File: config.mk
export PLATFORM = sky130hd
export DESIGN_NAME = pfc_top
export DESIGN_NICKNAME = d
export VERILOG_FILES = /design/src/pfc_top.v /design/src/pfc_line_filter.v /design/src/pfc_warn_cmp.v
export VERILOG_INCLUDE_DIRS = /design/src
export SDC_FILE = /design/constraint.sdc
export NUM_CORES = 1
export LEC_CHECK = 0
export BUFFER_PORTS_ARGS = -buffer_cell sky130_fd_sc_hd__buf_2
export CAP_MARGIN = 20
export CORE_MARGIN = 10
export CORE_UTILIZATION = 53
export CTS_CLUSTER_SIZE = 16
export DETAILED_ROUTE_END_ITERATION = 12
export PLACE_DENSITY = 0.77
export RECOVER_POWER = 25
export SLEW_MARGIN = 5
export SYNTH_ARGS = -nofsm -noshare
export SYNTH_HDL_FRONTEND = slang
export SYNTH_SLANG_ARGS = --single-unit
File: constraint.sdc
create_clock -name CORE_CLK -period 2 [get_ports CORE_CLK]
set_input_delay 0.2 -clock CORE_CLK [delete_from_list [all_inputs] [get_ports CORE_CLK]]
set_output_delay 0.2 -clock CORE_CLK [all_outputs]
set_load 0.005 [all_outputs]
File: src/pfc_defs.vh
`ifndef PFC_DEFS_VH
`define PFC_DEFS_VH

// clock period of CORE_CLK
`define PFC_CLK_PERIOD_NS   10
// shared fault line deglitch, least time, rounded up
`define PFC_DEGLITCH_NS     10000
`define PFC_DEGLITCH_CYC    ((`PFC_DEGLITCH_NS + `PFC_CLK_PERIOD_NS - 1) / `PFC_CLK_PERIOD_NS)
// least low time on the watchdog/reset pin, rounded up
`define PFC_RESET_LOW_MIN_NS  1000
`define PFC_RESET_LOW_MIN_CYC ((`PFC_RESET_LOW_MIN_NS + `PFC_CLK_PERIOD_NS - 1) / `PFC_CLK_PERIOD_NS)
`define PFC_CNT_W           11

// register word indexes
`define PFC_REG_CTRL        4'h0
`define PFC_REG_STATUS      4'h1
`define PFC_REG_CFG0        4'h2
`define PFC_REG_CFG1        4'h3
`define PFC_REG_PGMAP       4'h4
`define PFC_REG_TH0         4'h6
`define PFC_REG_TH_LAST     4'h9

// control register fields
`define PFC_CTRL_OP_LSB     0
`define PFC_CTRL_SHARE      2
`define PFC_CTRL_CLEAR      8

// channel config fields
`define PFC_CFG_PROP_LSB    0
`define PFC_CFG_RESP_LSB    2
`define PFC_CFG_AUX_OV      4
`define PFC_CFG_AUX_UV      5
`define PFC_CFG_DAC_POL     6
`define PFC_CFG_DAC_FS      7

// reset values
`define PFC_CTRL_RST        3'h0
`define PFC_CFG_RST         8'h00
`define PFC_PGMAP_RST       4'h0
`define PFC_TH_V_RST        32'h0000FFFF
`define PFC_TH_I_RST        32'h0000FFFF

`endif

File: src/pfc_top.v
`timescale 1ns/1ps
`include "pfc_defs.vh"

// Summary of operation
// - warnings compare converted telemetry against thresholds
// - warning sets status bit, pulls host alert
// - no undercurrent warning exists
// - warnings never drop a converter enable
// - aux fault pulls low on selected OV/UV
// - aux fault released on commanded re-entry ON
// - fault lines are both driven and sensed
// - propagate map picks lines a fault pulls
// - response map picks lines that shut channel
// - line release restarts the channel
// - external low acts only after deglitch delay
// - long reset pin low resets all but thresholds
// - power good covers only mapped channels
// - share enable gates sequencing on input voltage
// - trim polarity bit selects correction sense
// - trim DAC has two full-scale settings
// - clear faults wipes status, frees alert
// - latched-off cleared by control, operation or shared input level
module pfc_top (
  input  wire        CORE_CLK,
  input  wire        RST_N,
  input  wire [3:0]  AVS_ADDRESS,
  input  wire        AVS_READ,
  input  wire        AVS_WRITE,
  input  wire [31:0] AVS_WRITEDATA,
  output reg  [31:0] AVS_READDATA,
  output reg         AVS_WAITREQUEST,
  input  wire [31:0] VOUT_CODE,
  input  wire [31:0] IOUT_CODE,
  input  wire        TELEM_VALID,
  input  wire [1:0]  OV_FAULT_IN,
  input  wire [1:0]  UV_FAULT_IN,
  input  wire        CONTROL_IN,
  input  wire        VIN_OK_IN,
  input  wire        WATCHDOG_RESET_INPUT_N,
  input  wire [1:0]  SHARED_FAULT_LINE_N_I,
  output reg  [1:0]  SHARED_FAULT_LINE_N_O,
  output reg  [1:0]  SHARED_FAULT_LINE_N_OE,
  output reg         AUXILIARY_FAULT_N_O,
  output reg         AUXILIARY_FAULT_N_OE,
  output reg         HOST_ALERT_N_O,
  output reg         HOST_ALERT_N_OE,
  output reg  [1:0]  CONVERTER_ENABLE_OUT,
  output reg  [1:0]  POWER_GOOD_OUT,
  output reg  [1:0]  DAC_POLARITY,
  output reg  [1:0]  DAC_FULL_SCALE_SEL
);

  // channel states
  localparam [1:0] ST_OFF  = 2'b00;   // converter off, idle
  localparam [1:0] ST_ON   = 2'b01;   // converter enabled
  localparam [1:0] ST_FLT  = 2'b10;   // faulted off, latched
  localparam [1:0] ST_LINE = 2'b11;   // off because of a fault line

  localparam integer DEG_CYC_I = `PFC_DEGLITCH_CYC;      // full width count
  localparam integer RST_CYC_I = `PFC_RESET_LOW_MIN_CYC;
  localparam [10:0]  DEG_CYC   = DEG_CYC_I[10:0];         // fits 11 bits
  localparam [10:0]  RST_CYC   = RST_CYC_I[10:0];

  reg  [2:0]  ctrl_q;                  // {share_en, operation on[1:0]}
  reg  [7:0]  cfg_q [0:1];             // per channel config
  reg  [3:0]  pgmap_q;                 // two map bits per good output
  reg  [31:0] th_q [0:3];              // warn thresholds
  reg  [9:0]  stat_q;                  // sticky status bits
  reg  [9:0]  stat_d;                  // next sticky status
  reg         aux_q;                   // aux fault asserted
  reg         por_q;                   // reset pin held long enough
  reg  [10:0] rcnt_q;                  // reset pin low counter
  reg         wait_q;                  // waitrequest copy
  wire [1:0]  pg_d;                    // next power good
  wire [8:0]  pin_raw;                 // raw async pins, filter order
  wire [8:0]  pin_f;                   // filtered async inputs
  wire [1:0]  ov_s;                    // synced supervisor OV
  wire [1:0]  uv_s;                    // synced supervisor UV
  wire        ctl_s;                   // synced control pin
  wire        vin_s;                   // synced input voltage good
  wire        wdi_s;                   // synced reset pin
  wire [1:0]  line_f;                  // deglitched fault lines, 1 = high
  wire [5:0]  warn;                    // {oc1,uv1,ov1,oc0,uv0,ov0}
  wire [7:0]  st_v;                    // both channel states
  wire [1:0]  on_v;                    // channel in ON
  wire [1:0]  flt_v;                   // channel faulted off
  wire [1:0]  line_off_v;              // channel held by a line
  wire [1:0]  enter_on;                // channel entering ON
  wire [1:0]  want_on;                 // channel commanded on
  wire        req;                     // bus request present
  wire        fire;                    // request completes this edge
  wire        clr_faults;              // clear-faults command
  wire [3:0]  th_idx;                  // threshold index

  assign req        = AVS_READ | AVS_WRITE;
  assign fire       = req & ~wait_q;
  assign th_idx     = AVS_ADDRESS - `PFC_REG_TH0;
  assign clr_faults = fire & AVS_WRITE &
                      (AVS_ADDRESS == `PFC_REG_CTRL) &
                      AVS_WRITEDATA[`PFC_CTRL_CLEAR];

  // async pins: ov, uv, control, vin, reset pin, two fault lines
  assign pin_raw = {SHARED_FAULT_LINE_N_I, WATCHDOG_RESET_INPUT_N, VIN_OK_IN,
                    CONTROL_IN, UV_FAULT_IN, OV_FAULT_IN};
  genvar i;
  generate
    for (i = 0; i < 9; i = i + 1) begin : g_pin
      pfc_line_filter #(
        .DEG_CYC ((i >= 7) ? DEG_CYC : 11'h000),
        .RST_VAL ((i >= 6) ? 1'b1 : 1'b0)
      ) u_filt (
        .clk     (CORE_CLK),
        .rst_n   (RST_N),
        .pin     (pin_raw[i]),
        .level_q (pin_f[i])
      );
    end
  endgenerate

  assign ov_s   = pin_f[1:0];
  assign uv_s   = pin_f[3:2];
  assign ctl_s  = pin_f[4];
  assign vin_s  = pin_f[5];
  assign wdi_s  = pin_f[6];
  assign line_f = pin_f[8:7];          // sensed level

  // per channel warnings and sequencing
  genvar c;
  generate
    for (c = 0; c < 2; c = c + 1) begin : g_ch
      reg  [1:0] st_q;                 // channel state
      reg  [1:0] st_d;                 // next channel state
      wire       hit;                  // a responding line is low
      wire       fault;                // fast supervisor fault

      pfc_warn_cmp u_warn (
        .vout  (VOUT_CODE[16*c +: 16]),
        .iout  (IOUT_CODE[16*c +: 16]),
        .ov_th (th_q[2*c][15:0]),
        .uv_th (th_q[2*c][31:16]),
        .oc_th (th_q[2*c+1][15:0]),
        .warn  (warn[3*c +: 3])
      );

      assign hit = |(cfg_q[c][`PFC_CFG_RESP_LSB +: 2] & ~line_f);
      assign fault = ov_s[c] | uv_s[c];
      // with share enabled, starts wait for the common input level
      assign want_on[c] = ctrl_q[`PFC_CTRL_OP_LSB + c] & ctl_s &
                          (~ctrl_q[`PFC_CTRL_SHARE] | vin_s);

      // next state; warnings are not an input here
      always @* begin
        st_d = st_q;
        case (st_q)
          ST_OFF: begin
            if (want_on[c] & ~hit) begin
              st_d = ST_ON;
            end
          end
          ST_ON: begin
            if (fault) begin
              st_d = ST_FLT;
            end else if (hit) begin
              st_d = ST_LINE;
            end else if (~want_on[c]) begin
              st_d = ST_OFF;
            end
          end
          ST_FLT: begin
            // latched until control, operation or, with share enabled, the input level drops
            if (~want_on[c]) begin
              st_d = ST_OFF;
            end
          end
          ST_LINE: begin
            // restart once the line is released
            if (~hit) begin
              st_d = want_on[c] ? ST_ON : ST_OFF;
            end
          end
          default: begin
            st_d = ST_OFF;
          end
        endcase
      end

      // state register, reset pin puts channel back off
      always @(posedge CORE_CLK or negedge RST_N) begin
        if (!RST_N) begin
          st_q <= ST_OFF;
        end else if (por_q) begin
          st_q <= ST_OFF;
        end else begin
          st_q <= st_d;
        end
      end

      assign st_v[2*c +: 2] = st_q;
      assign on_v[c]        = (st_q == ST_ON);
      assign flt_v[c]       = (st_q == ST_FLT);
      assign line_off_v[c]  = (st_q == ST_LINE);
      assign enter_on[c]    = (st_q != ST_ON) & (st_d == ST_ON);
    end
  endgenerate

  // power good per output: all mapped channels good, none mapped is low
  genvar k;
  generate
    for (k = 0; k < 2; k = k + 1) begin : g_pg
      assign pg_d[k] = (|pgmap_q[2*k +: 2]) &
        (&(~pgmap_q[2*k +: 2] | (on_v & ~uv_s)));
    end
  endgenerate

  // sticky status: set wins over clear-faults
  always @* begin
    stat_d = clr_faults ? 10'h000 : stat_q;
    if (TELEM_VALID) begin
      stat_d[1:0] = stat_d[1:0] | {warn[3], warn[0]};
      stat_d[3:2] = stat_d[3:2] | {warn[4], warn[1]};
      stat_d[5:4] = stat_d[5:4] | {warn[5], warn[2]};
    end
    stat_d[7:6] = stat_d[7:6] | ov_s;
    stat_d[9:8] = stat_d[9:8] | uv_s;
  end

  // reset pin low timer; only a long enough low acts
  always @(posedge CORE_CLK or negedge RST_N) begin
    if (!RST_N) begin
      rcnt_q <= 11'h000;
      por_q  <= 1'b0;
    end else if (wdi_s) begin
      rcnt_q <= 11'h000;
      por_q  <= 1'b0;
    end else if (rcnt_q == RST_CYC) begin
      por_q  <= 1'b1;
    end else begin
      rcnt_q <= rcnt_q + 11'h001;
    end
  end

  // bus slave: one wait cycle, write at the fire edge, read data loaded the edge before
  always @(posedge CORE_CLK or negedge RST_N) begin
    if (!RST_N) begin
      wait_q          <= 1'b1;
      AVS_WAITREQUEST <= 1'b1;
      AVS_READDATA    <= 32'h00000000;
    end else begin
      wait_q          <= ~(req & wait_q);
      AVS_WAITREQUEST <= ~(req & wait_q);
      if (req & wait_q & AVS_READ) begin
        case (AVS_ADDRESS)
          `PFC_REG_CTRL:   AVS_READDATA <= {29'h0, ctrl_q};
          `PFC_REG_STATUS: AVS_READDATA <= {15'h0, aux_q, line_f,
                                            line_off_v, flt_v, stat_q};
          `PFC_REG_CFG0:   AVS_READDATA <= {24'h0, cfg_q[0]};
          `PFC_REG_CFG1:   AVS_READDATA <= {24'h0, cfg_q[1]};
          `PFC_REG_PGMAP:  AVS_READDATA <= {28'h0, pgmap_q};
          4'h6, 4'h7, 4'h8, 4'h9: AVS_READDATA <= th_q[th_idx[1:0]];
          default:         AVS_READDATA <= 32'h00000000;  // unmapped
        endcase
      end
    end
  end

  // software registers; the reset pin clears all but the thresholds
  always @(posedge CORE_CLK or negedge RST_N) begin
    if (!RST_N) begin
      ctrl_q   <= `PFC_CTRL_RST;
      cfg_q[0] <= `PFC_CFG_RST;
      cfg_q[1] <= `PFC_CFG_RST;
      pgmap_q  <= `PFC_PGMAP_RST;
      th_q[0]  <= `PFC_TH_V_RST;
      th_q[1]  <= `PFC_TH_I_RST;
      th_q[2]  <= `PFC_TH_V_RST;
      th_q[3]  <= `PFC_TH_I_RST;
    end else if (por_q) begin
      ctrl_q   <= `PFC_CTRL_RST;
      cfg_q[0] <= `PFC_CFG_RST;
      cfg_q[1] <= `PFC_CFG_RST;
      pgmap_q  <= `PFC_PGMAP_RST;
    end else if (fire & AVS_WRITE) begin
      case (AVS_ADDRESS)
        `PFC_REG_CTRL:  ctrl_q   <= AVS_WRITEDATA[2:0];
        `PFC_REG_CFG0:  cfg_q[0] <= AVS_WRITEDATA[7:0];
        `PFC_REG_CFG1:  cfg_q[1] <= AVS_WRITEDATA[7:0];
        `PFC_REG_PGMAP: pgmap_q  <= AVS_WRITEDATA[3:0];
        4'h6, 4'h7, 4'h8, 4'h9: th_q[th_idx[1:0]] <= AVS_WRITEDATA;
        default: ;                     // read-only or unmapped
      endcase
    end
  end

  // status, aux fault and pin drivers
  always @(posedge CORE_CLK or negedge RST_N) begin
    if (!RST_N) begin
      stat_q                 <= 10'h000;
      aux_q                  <= 1'b0;
      SHARED_FAULT_LINE_N_O  <= 2'b00;
      SHARED_FAULT_LINE_N_OE <= 2'b00;
      AUXILIARY_FAULT_N_O    <= 1'b0;
      AUXILIARY_FAULT_N_OE   <= 1'b0;
      HOST_ALERT_N_O         <= 1'b0;
      HOST_ALERT_N_OE        <= 1'b0;
      CONVERTER_ENABLE_OUT   <= 2'b00;
      POWER_GOOD_OUT         <= 2'b00;
      DAC_POLARITY           <= 2'b00;
      DAC_FULL_SCALE_SEL     <= 2'b00;
    end else begin
      stat_q <= por_q ? 10'h000 : stat_d;
      // set beats release so a fresh fault is never dropped
      if ((|(ov_s & {cfg_q[1][`PFC_CFG_AUX_OV], cfg_q[0][`PFC_CFG_AUX_OV]}))
          | (|(uv_s & {cfg_q[1][`PFC_CFG_AUX_UV],
                       cfg_q[0][`PFC_CFG_AUX_UV]}))) begin
        aux_q <= 1'b1;
      end else if (por_q | (|enter_on)) begin
        aux_q <= 1'b0;
      end
      // open drain: level stays low, only the enable moves
      SHARED_FAULT_LINE_N_O  <= 2'b00;
      AUXILIARY_FAULT_N_O    <= 1'b0;
      HOST_ALERT_N_O         <= 1'b0;
      SHARED_FAULT_LINE_N_OE <=
        ({2{flt_v[0]}} & cfg_q[0][`PFC_CFG_PROP_LSB +: 2]) |
        ({2{flt_v[1]}} & cfg_q[1][`PFC_CFG_PROP_LSB +: 2]);
      AUXILIARY_FAULT_N_OE   <= aux_q;
      HOST_ALERT_N_OE        <= |stat_q;
      CONVERTER_ENABLE_OUT   <= on_v;
      POWER_GOOD_OUT         <= pg_d;
      DAC_POLARITY           <= {cfg_q[1][`PFC_CFG_DAC_POL],
                                 cfg_q[0][`PFC_CFG_DAC_POL]};
      DAC_FULL_SCALE_SEL     <= {cfg_q[1][`PFC_CFG_DAC_FS],
                                 cfg_q[0][`PFC_CFG_DAC_FS]};
    end
  end

endmodule // pfc_top

File: src/pfc_line_filter.v
`timescale 1ns/1ps
`include "pfc_defs.vh"

module pfc_line_filter #(
  parameter [10:0] DEG_CYC = 11'h000,  // zero: no deglitch
  parameter [0:0]  RST_VAL = 1'b1      // idle level of the pin
) (
  input  wire clk,
  input  wire rst_n,
  input  wire pin,
  output reg  level_q
);

  reg        s1_q;                     // first stage, only s2 reads it
  reg        s2_q;                     // second stage
  reg        s3_q;                     // third stage
  reg        agree_q;                  // value once s2 and s3 agree
  reg [10:0] cnt_q;                    // low persistence counter

  // three flops, a change counts only when two stages agree
  always @(posedge clk or negedge rst_n) begin
    if (!rst_n) begin
      s1_q    <= RST_VAL;
      s2_q    <= RST_VAL;
      s3_q    <= RST_VAL;
      agree_q <= RST_VAL;
    end else begin
      s1_q <= pin;
      s2_q <= s1_q;
      s3_q <= s2_q;
      if (s2_q == s3_q) begin
        agree_q <= s2_q;
      end
    end
  end

  // low must persist for the whole delay; any high restarts it
  always @(posedge clk or negedge rst_n) begin
    if (!rst_n) begin
      cnt_q   <= 11'h000;
      level_q <= RST_VAL;
    end else if (DEG_CYC == 11'h000) begin
      level_q <= agree_q;
    end else if (agree_q) begin
      cnt_q   <= 11'h000;
      level_q <= 1'b1;
    end else if (cnt_q == DEG_CYC) begin
      level_q <= 1'b0;
    end else begin
      cnt_q <= cnt_q + 11'h001;
    end
  end

endmodule // pfc_line_filter

File: src/pfc_warn_cmp.v
`timescale 1ns/1ps

module pfc_warn_cmp (
  input  wire [15:0] vout,             // converted output voltage
  input  wire [15:0] iout,             // converted output current
  input  wire [15:0] ov_th,            // overvoltage warn threshold
  input  wire [15:0] uv_th,            // undervoltage warn threshold
  input  wire [15:0] oc_th,            // overcurrent warn threshold
  output wire [2:0]  warn              // {oc, uv, ov}
);

  // telemetry compares, not the fast supervisor inputs
  assign warn[0] = (vout > ov_th);
  assign warn[1] = (vout < uv_th);
  // current is only checked upward, no undercurrent warning
  assign warn[2] = (iout > oc_th);

endmodule // pfc_warn_cmp

==> metrics.cfg <==
[status]
outcome = finished clean

[timing]
tightest_slew_ns = 0.9887
rsz0062_at_grt = true
worst_slack_ns = 0.04635
max_freq_ghz = 0.5119
maxSlewViolCount = 0
min_period_over_period = 0.9768
setup_viol = 0
fin_worst_skew_ns = 0.01215
period_needed_ns = 1.954
finalHoldViolations = 0
slew_headroom = 0.3409

[grt]
grt_util_met3 = 0.03840
gr-usage-all-layers = 0.2261
met1_usage = 0.3005
grt_pass1_vias = 11090
antenna_found_initial = 0
grt_busiest_layer = met2
use_met2 = 0.3696
overflow = 0
grt_max_degree = 97
grt_pass1_wl_mm = 60.84

[floorplan]
row_count = 60
start_util = 0.5364
die_y_microns = 184.9
fp.dieW_microns = 184.9
io_pins = 163
die_area_sq_um = 34200
core_sq_um = 26880

[cells_and_area]
final_cells = 1780
syn_to_final_growth_pct = 19.87
n_antenna_cell = 0
drive_above_1_share = 0.3495
nets = 1629

[place]
place_ws_ns = -0.02127
port_buffers = 158
dp_hpwl_mm = 28.55
dp_cells = 1676
gp_congestion = 0.9000

[cts]
cts_root_buf = clkbuf_16
cts_buffers = 30
clockBufferDepth = 3
clk_latency_ns = 0.57
cts.sinks = 290
clk_pin_slew_ns = 0.06
cts_tree = yes
htreeDepth = 1

[drt]
wl_mm = 39.08
vias_per_cell = 5.913
drt_iter0_markers = 954
drc = 0
vias = 10530
drtPass1Iterations = 7
routedWlPerCell_microns = 21.96
drtAntennaViolNets = 0

[setup_path]
start_kind = register
end_kind = register
critPathRequiredTime_ns = 2.45
crit_path_max_fanout = 2
crit_type = reg -> reg
critical_path_arrival_ns = 2.40

[power]
leakage_nw = 8.027
peakVddDrop_mv = 0.6655
powerDensity_nw_per_um2 = 965.9

[yosys]
yosysTopAreaCell = dfrtp_1
synth_area_per_cell_sq_um = 12.11
synth-seq-area-share = 0.5104
synthTopCellsByArea = dfrtp_1 (36%), dfstp_2 (15%), mux2_2 (10%), ha_1 (8.7%), mux4_2 (5.5%)
synth_edf_count = 0
synth_area_sq_um = 14420
synth_ff_type = dfrtp_1
synth_cells = 1190
synth-seq-cells = 290
yosysTopAreaCellShare = 0.3646
netlist-cell-type-count = 60
async_flop_share = 1.000
ys_warn_count = 0

[job]
drv_cap = 0

[worst_hold_path]
hold_class = in -> reg

## path summary, 6_finish.rpt
kind / cells past startpoint / slack, ns / to / from
min reg2reg: 0 / 0.35 / g_pin[4].u_filt.s2_q / g_pin[4].u_filt.s1_q
min: 3 / 0.03 / cfg_q[8] / AVS_WRITEDATA[0]
max in group asynchronous: 3 / 0.30 / g_pin[8].u_filt.cnt_q[4] / RST_N
min in group asynchronous: 2 / 0.33 / cfg_q[5] / RST_N
max reg2reg: 6 / 0.05 / stat_q[4] / th_q[67]
max: 6 / 0.05 / stat_q[4] / th_q[67]
## sequential cells by signal, indices dropped and copies added (netlist names), 2 cells and up
signal	cells
th_q	128
AVS_READDATA	32
g_pin.u_filt.cnt_q	22
cfg_q	16
rcnt_q	11
stat_q	10
g_pin.u_filt.agree_q	9
g_pin.u_filt.level_q	9
g_pin.u_filt.s1_q	9
g_pin.u_filt.s2_q	9
g_pin.u_filt.s3_q	9
g_ch.st_q	4
pgmap_q	4
ctrl_q	3
CONVERTER_ENABLE_OUT	2
DAC_FULL_SCALE_SEL	2
DAC_POLARITY	2
POWER_GOOD_OUT	2
SHARED_FAULT_LINE_N_OE	2
## cells by family (layout without fill, tap and decap cells)
group | Yosys count | in the layout | share of synthesized area
xor+xnor | 23 | 23 | 0.01397
fa+ha+maj | 109 | 109 | 0.09305
simple gates | 240 | 240 | 0.08220
other cells | 1 | 4 | 0.0002601
mux | 182 | 182 | 0.1682
compound gates | 181 | 181 | 0.08567
flops | 290 | 290 | 0.5104
buf+inv | 164 | 410 | 0.04626
## cell usage in the layout (no fill, tap or decap), types with 11 or more instances in the layout
cell type | netlist | final
a211oi_1 | 12 | 11
a21oi_1 | 50 | 50
a22o_1 | 23 | 23
a22oi_1 | 11 | 11
buf_2 | 16 | 155
buf_4 | 8 | 27
clkbuf_1 | 20 | 14
clkbuf_16 | 0 | 30
dfrtp_1 | 210 | 210
dfstp_2 | 80 | 77
dlygate4sd3_1 | 0 | 42
ha_1 | 100 | 96
inv_1 | 117 | 114
mux2_2 | 129 | 129
mux2i_1 | 15 | 15
mux4_2 | 35 | 35
nand2_1 | 59 | 58
nand3_1 | 32 | 32
nand4_1 | 18 | 18
nor2_1 | 62 | 61
nor2b_1 | 11 | 11
o21ai_0 | 30 | 27
xor2_1 | 13 | 13
## repair_timing
| action | in CTS | in global routing |
|---|---|---|
| pin swaps | 1 | 8 |
| endpoints found under the setup margin | 2 | 6 |
| hold buffers | 42 | 0 |
| resized for setup | 5 | 20 |
| hold endpoints to repair | 347 | 0 |
| setup buffers | 0 | 6 |
## metal layers
metal | routed length, microns | up-vias
li1 | - | 4721
met1 | 16450 | 5312
met2 | 18670 | 395
met3 | 2666 | 97
met4 | 1290 | 0
met5 | 0 | -
## area by class of cell
cell class	instances	area [sq um]
Clock inverter	8	53.80
Sequential cell	290	7357
Timing Repair Buffer	237	1580
Clock buffer	48	888.4
Tap cell	341	426.7
Inverter	117	439.2
Multi-Input combinational cell	739	6534
Fill cell	1997	9597
## synthesized netlist by cell type, types with 20 or more instances
cell type	n
dfrtp_1	210
mux2_2	129
inv_1	117
ha_1	100
dfstp_2	80
nor2_1	62
nand2_1	59
a21oi_1	50
mux4_2	35
nand3_1	32
o21ai_0	30
a22o_1	23
clkbuf_1	20
## metrics by stage
step | setup TNS [ns] | util | instance area (sq um) | hold slack [ns] | power [W]
2_1_floorplan | 0 | - | 14430 | -0.09559 | 0.009813
3_3_place_gp | 0 | 0.5872 | 15780 | 0.09955 | 0.01100
3_5_place_dp | -0.02127 | 0.5872 | 15780 | 0.1037 | 0.01121
4_1_cts | 0 | 0.6383 | 17160 | 0.002791 | 0.01665
5_1_grt | -0.02149 | 0.6429 | 17280 | 0.01448 | 0.01750
6_report | 0 | 0.6429 | 17280 | 0.02596 | 0.01669
## power breakdown
part / switching (W) / leakage, nW / internal [W] / total [W]
Sequential: 0.000754 / 3.52 / 0.00703 / 0.00779
Combinational: 0.00175 / 4.04 / 0.00184 / 0.00359
Clock: 0.00229 / 0.464 / 0.00303 / 0.00532
Total: 0.00479 / 8.03 / 0.0119 / 0.0167
## critical path, stage by stage, from the launching register on
cell and delay [ns]:
dfstp_2 0.55, inv_1 0.05, ha_1 0.28, and2_1 0.18, a221o_1 0.36, a2111oi_2 0.32, o21ai_1 0.10
Note: power is estimated with default switching activity, not from simulation.
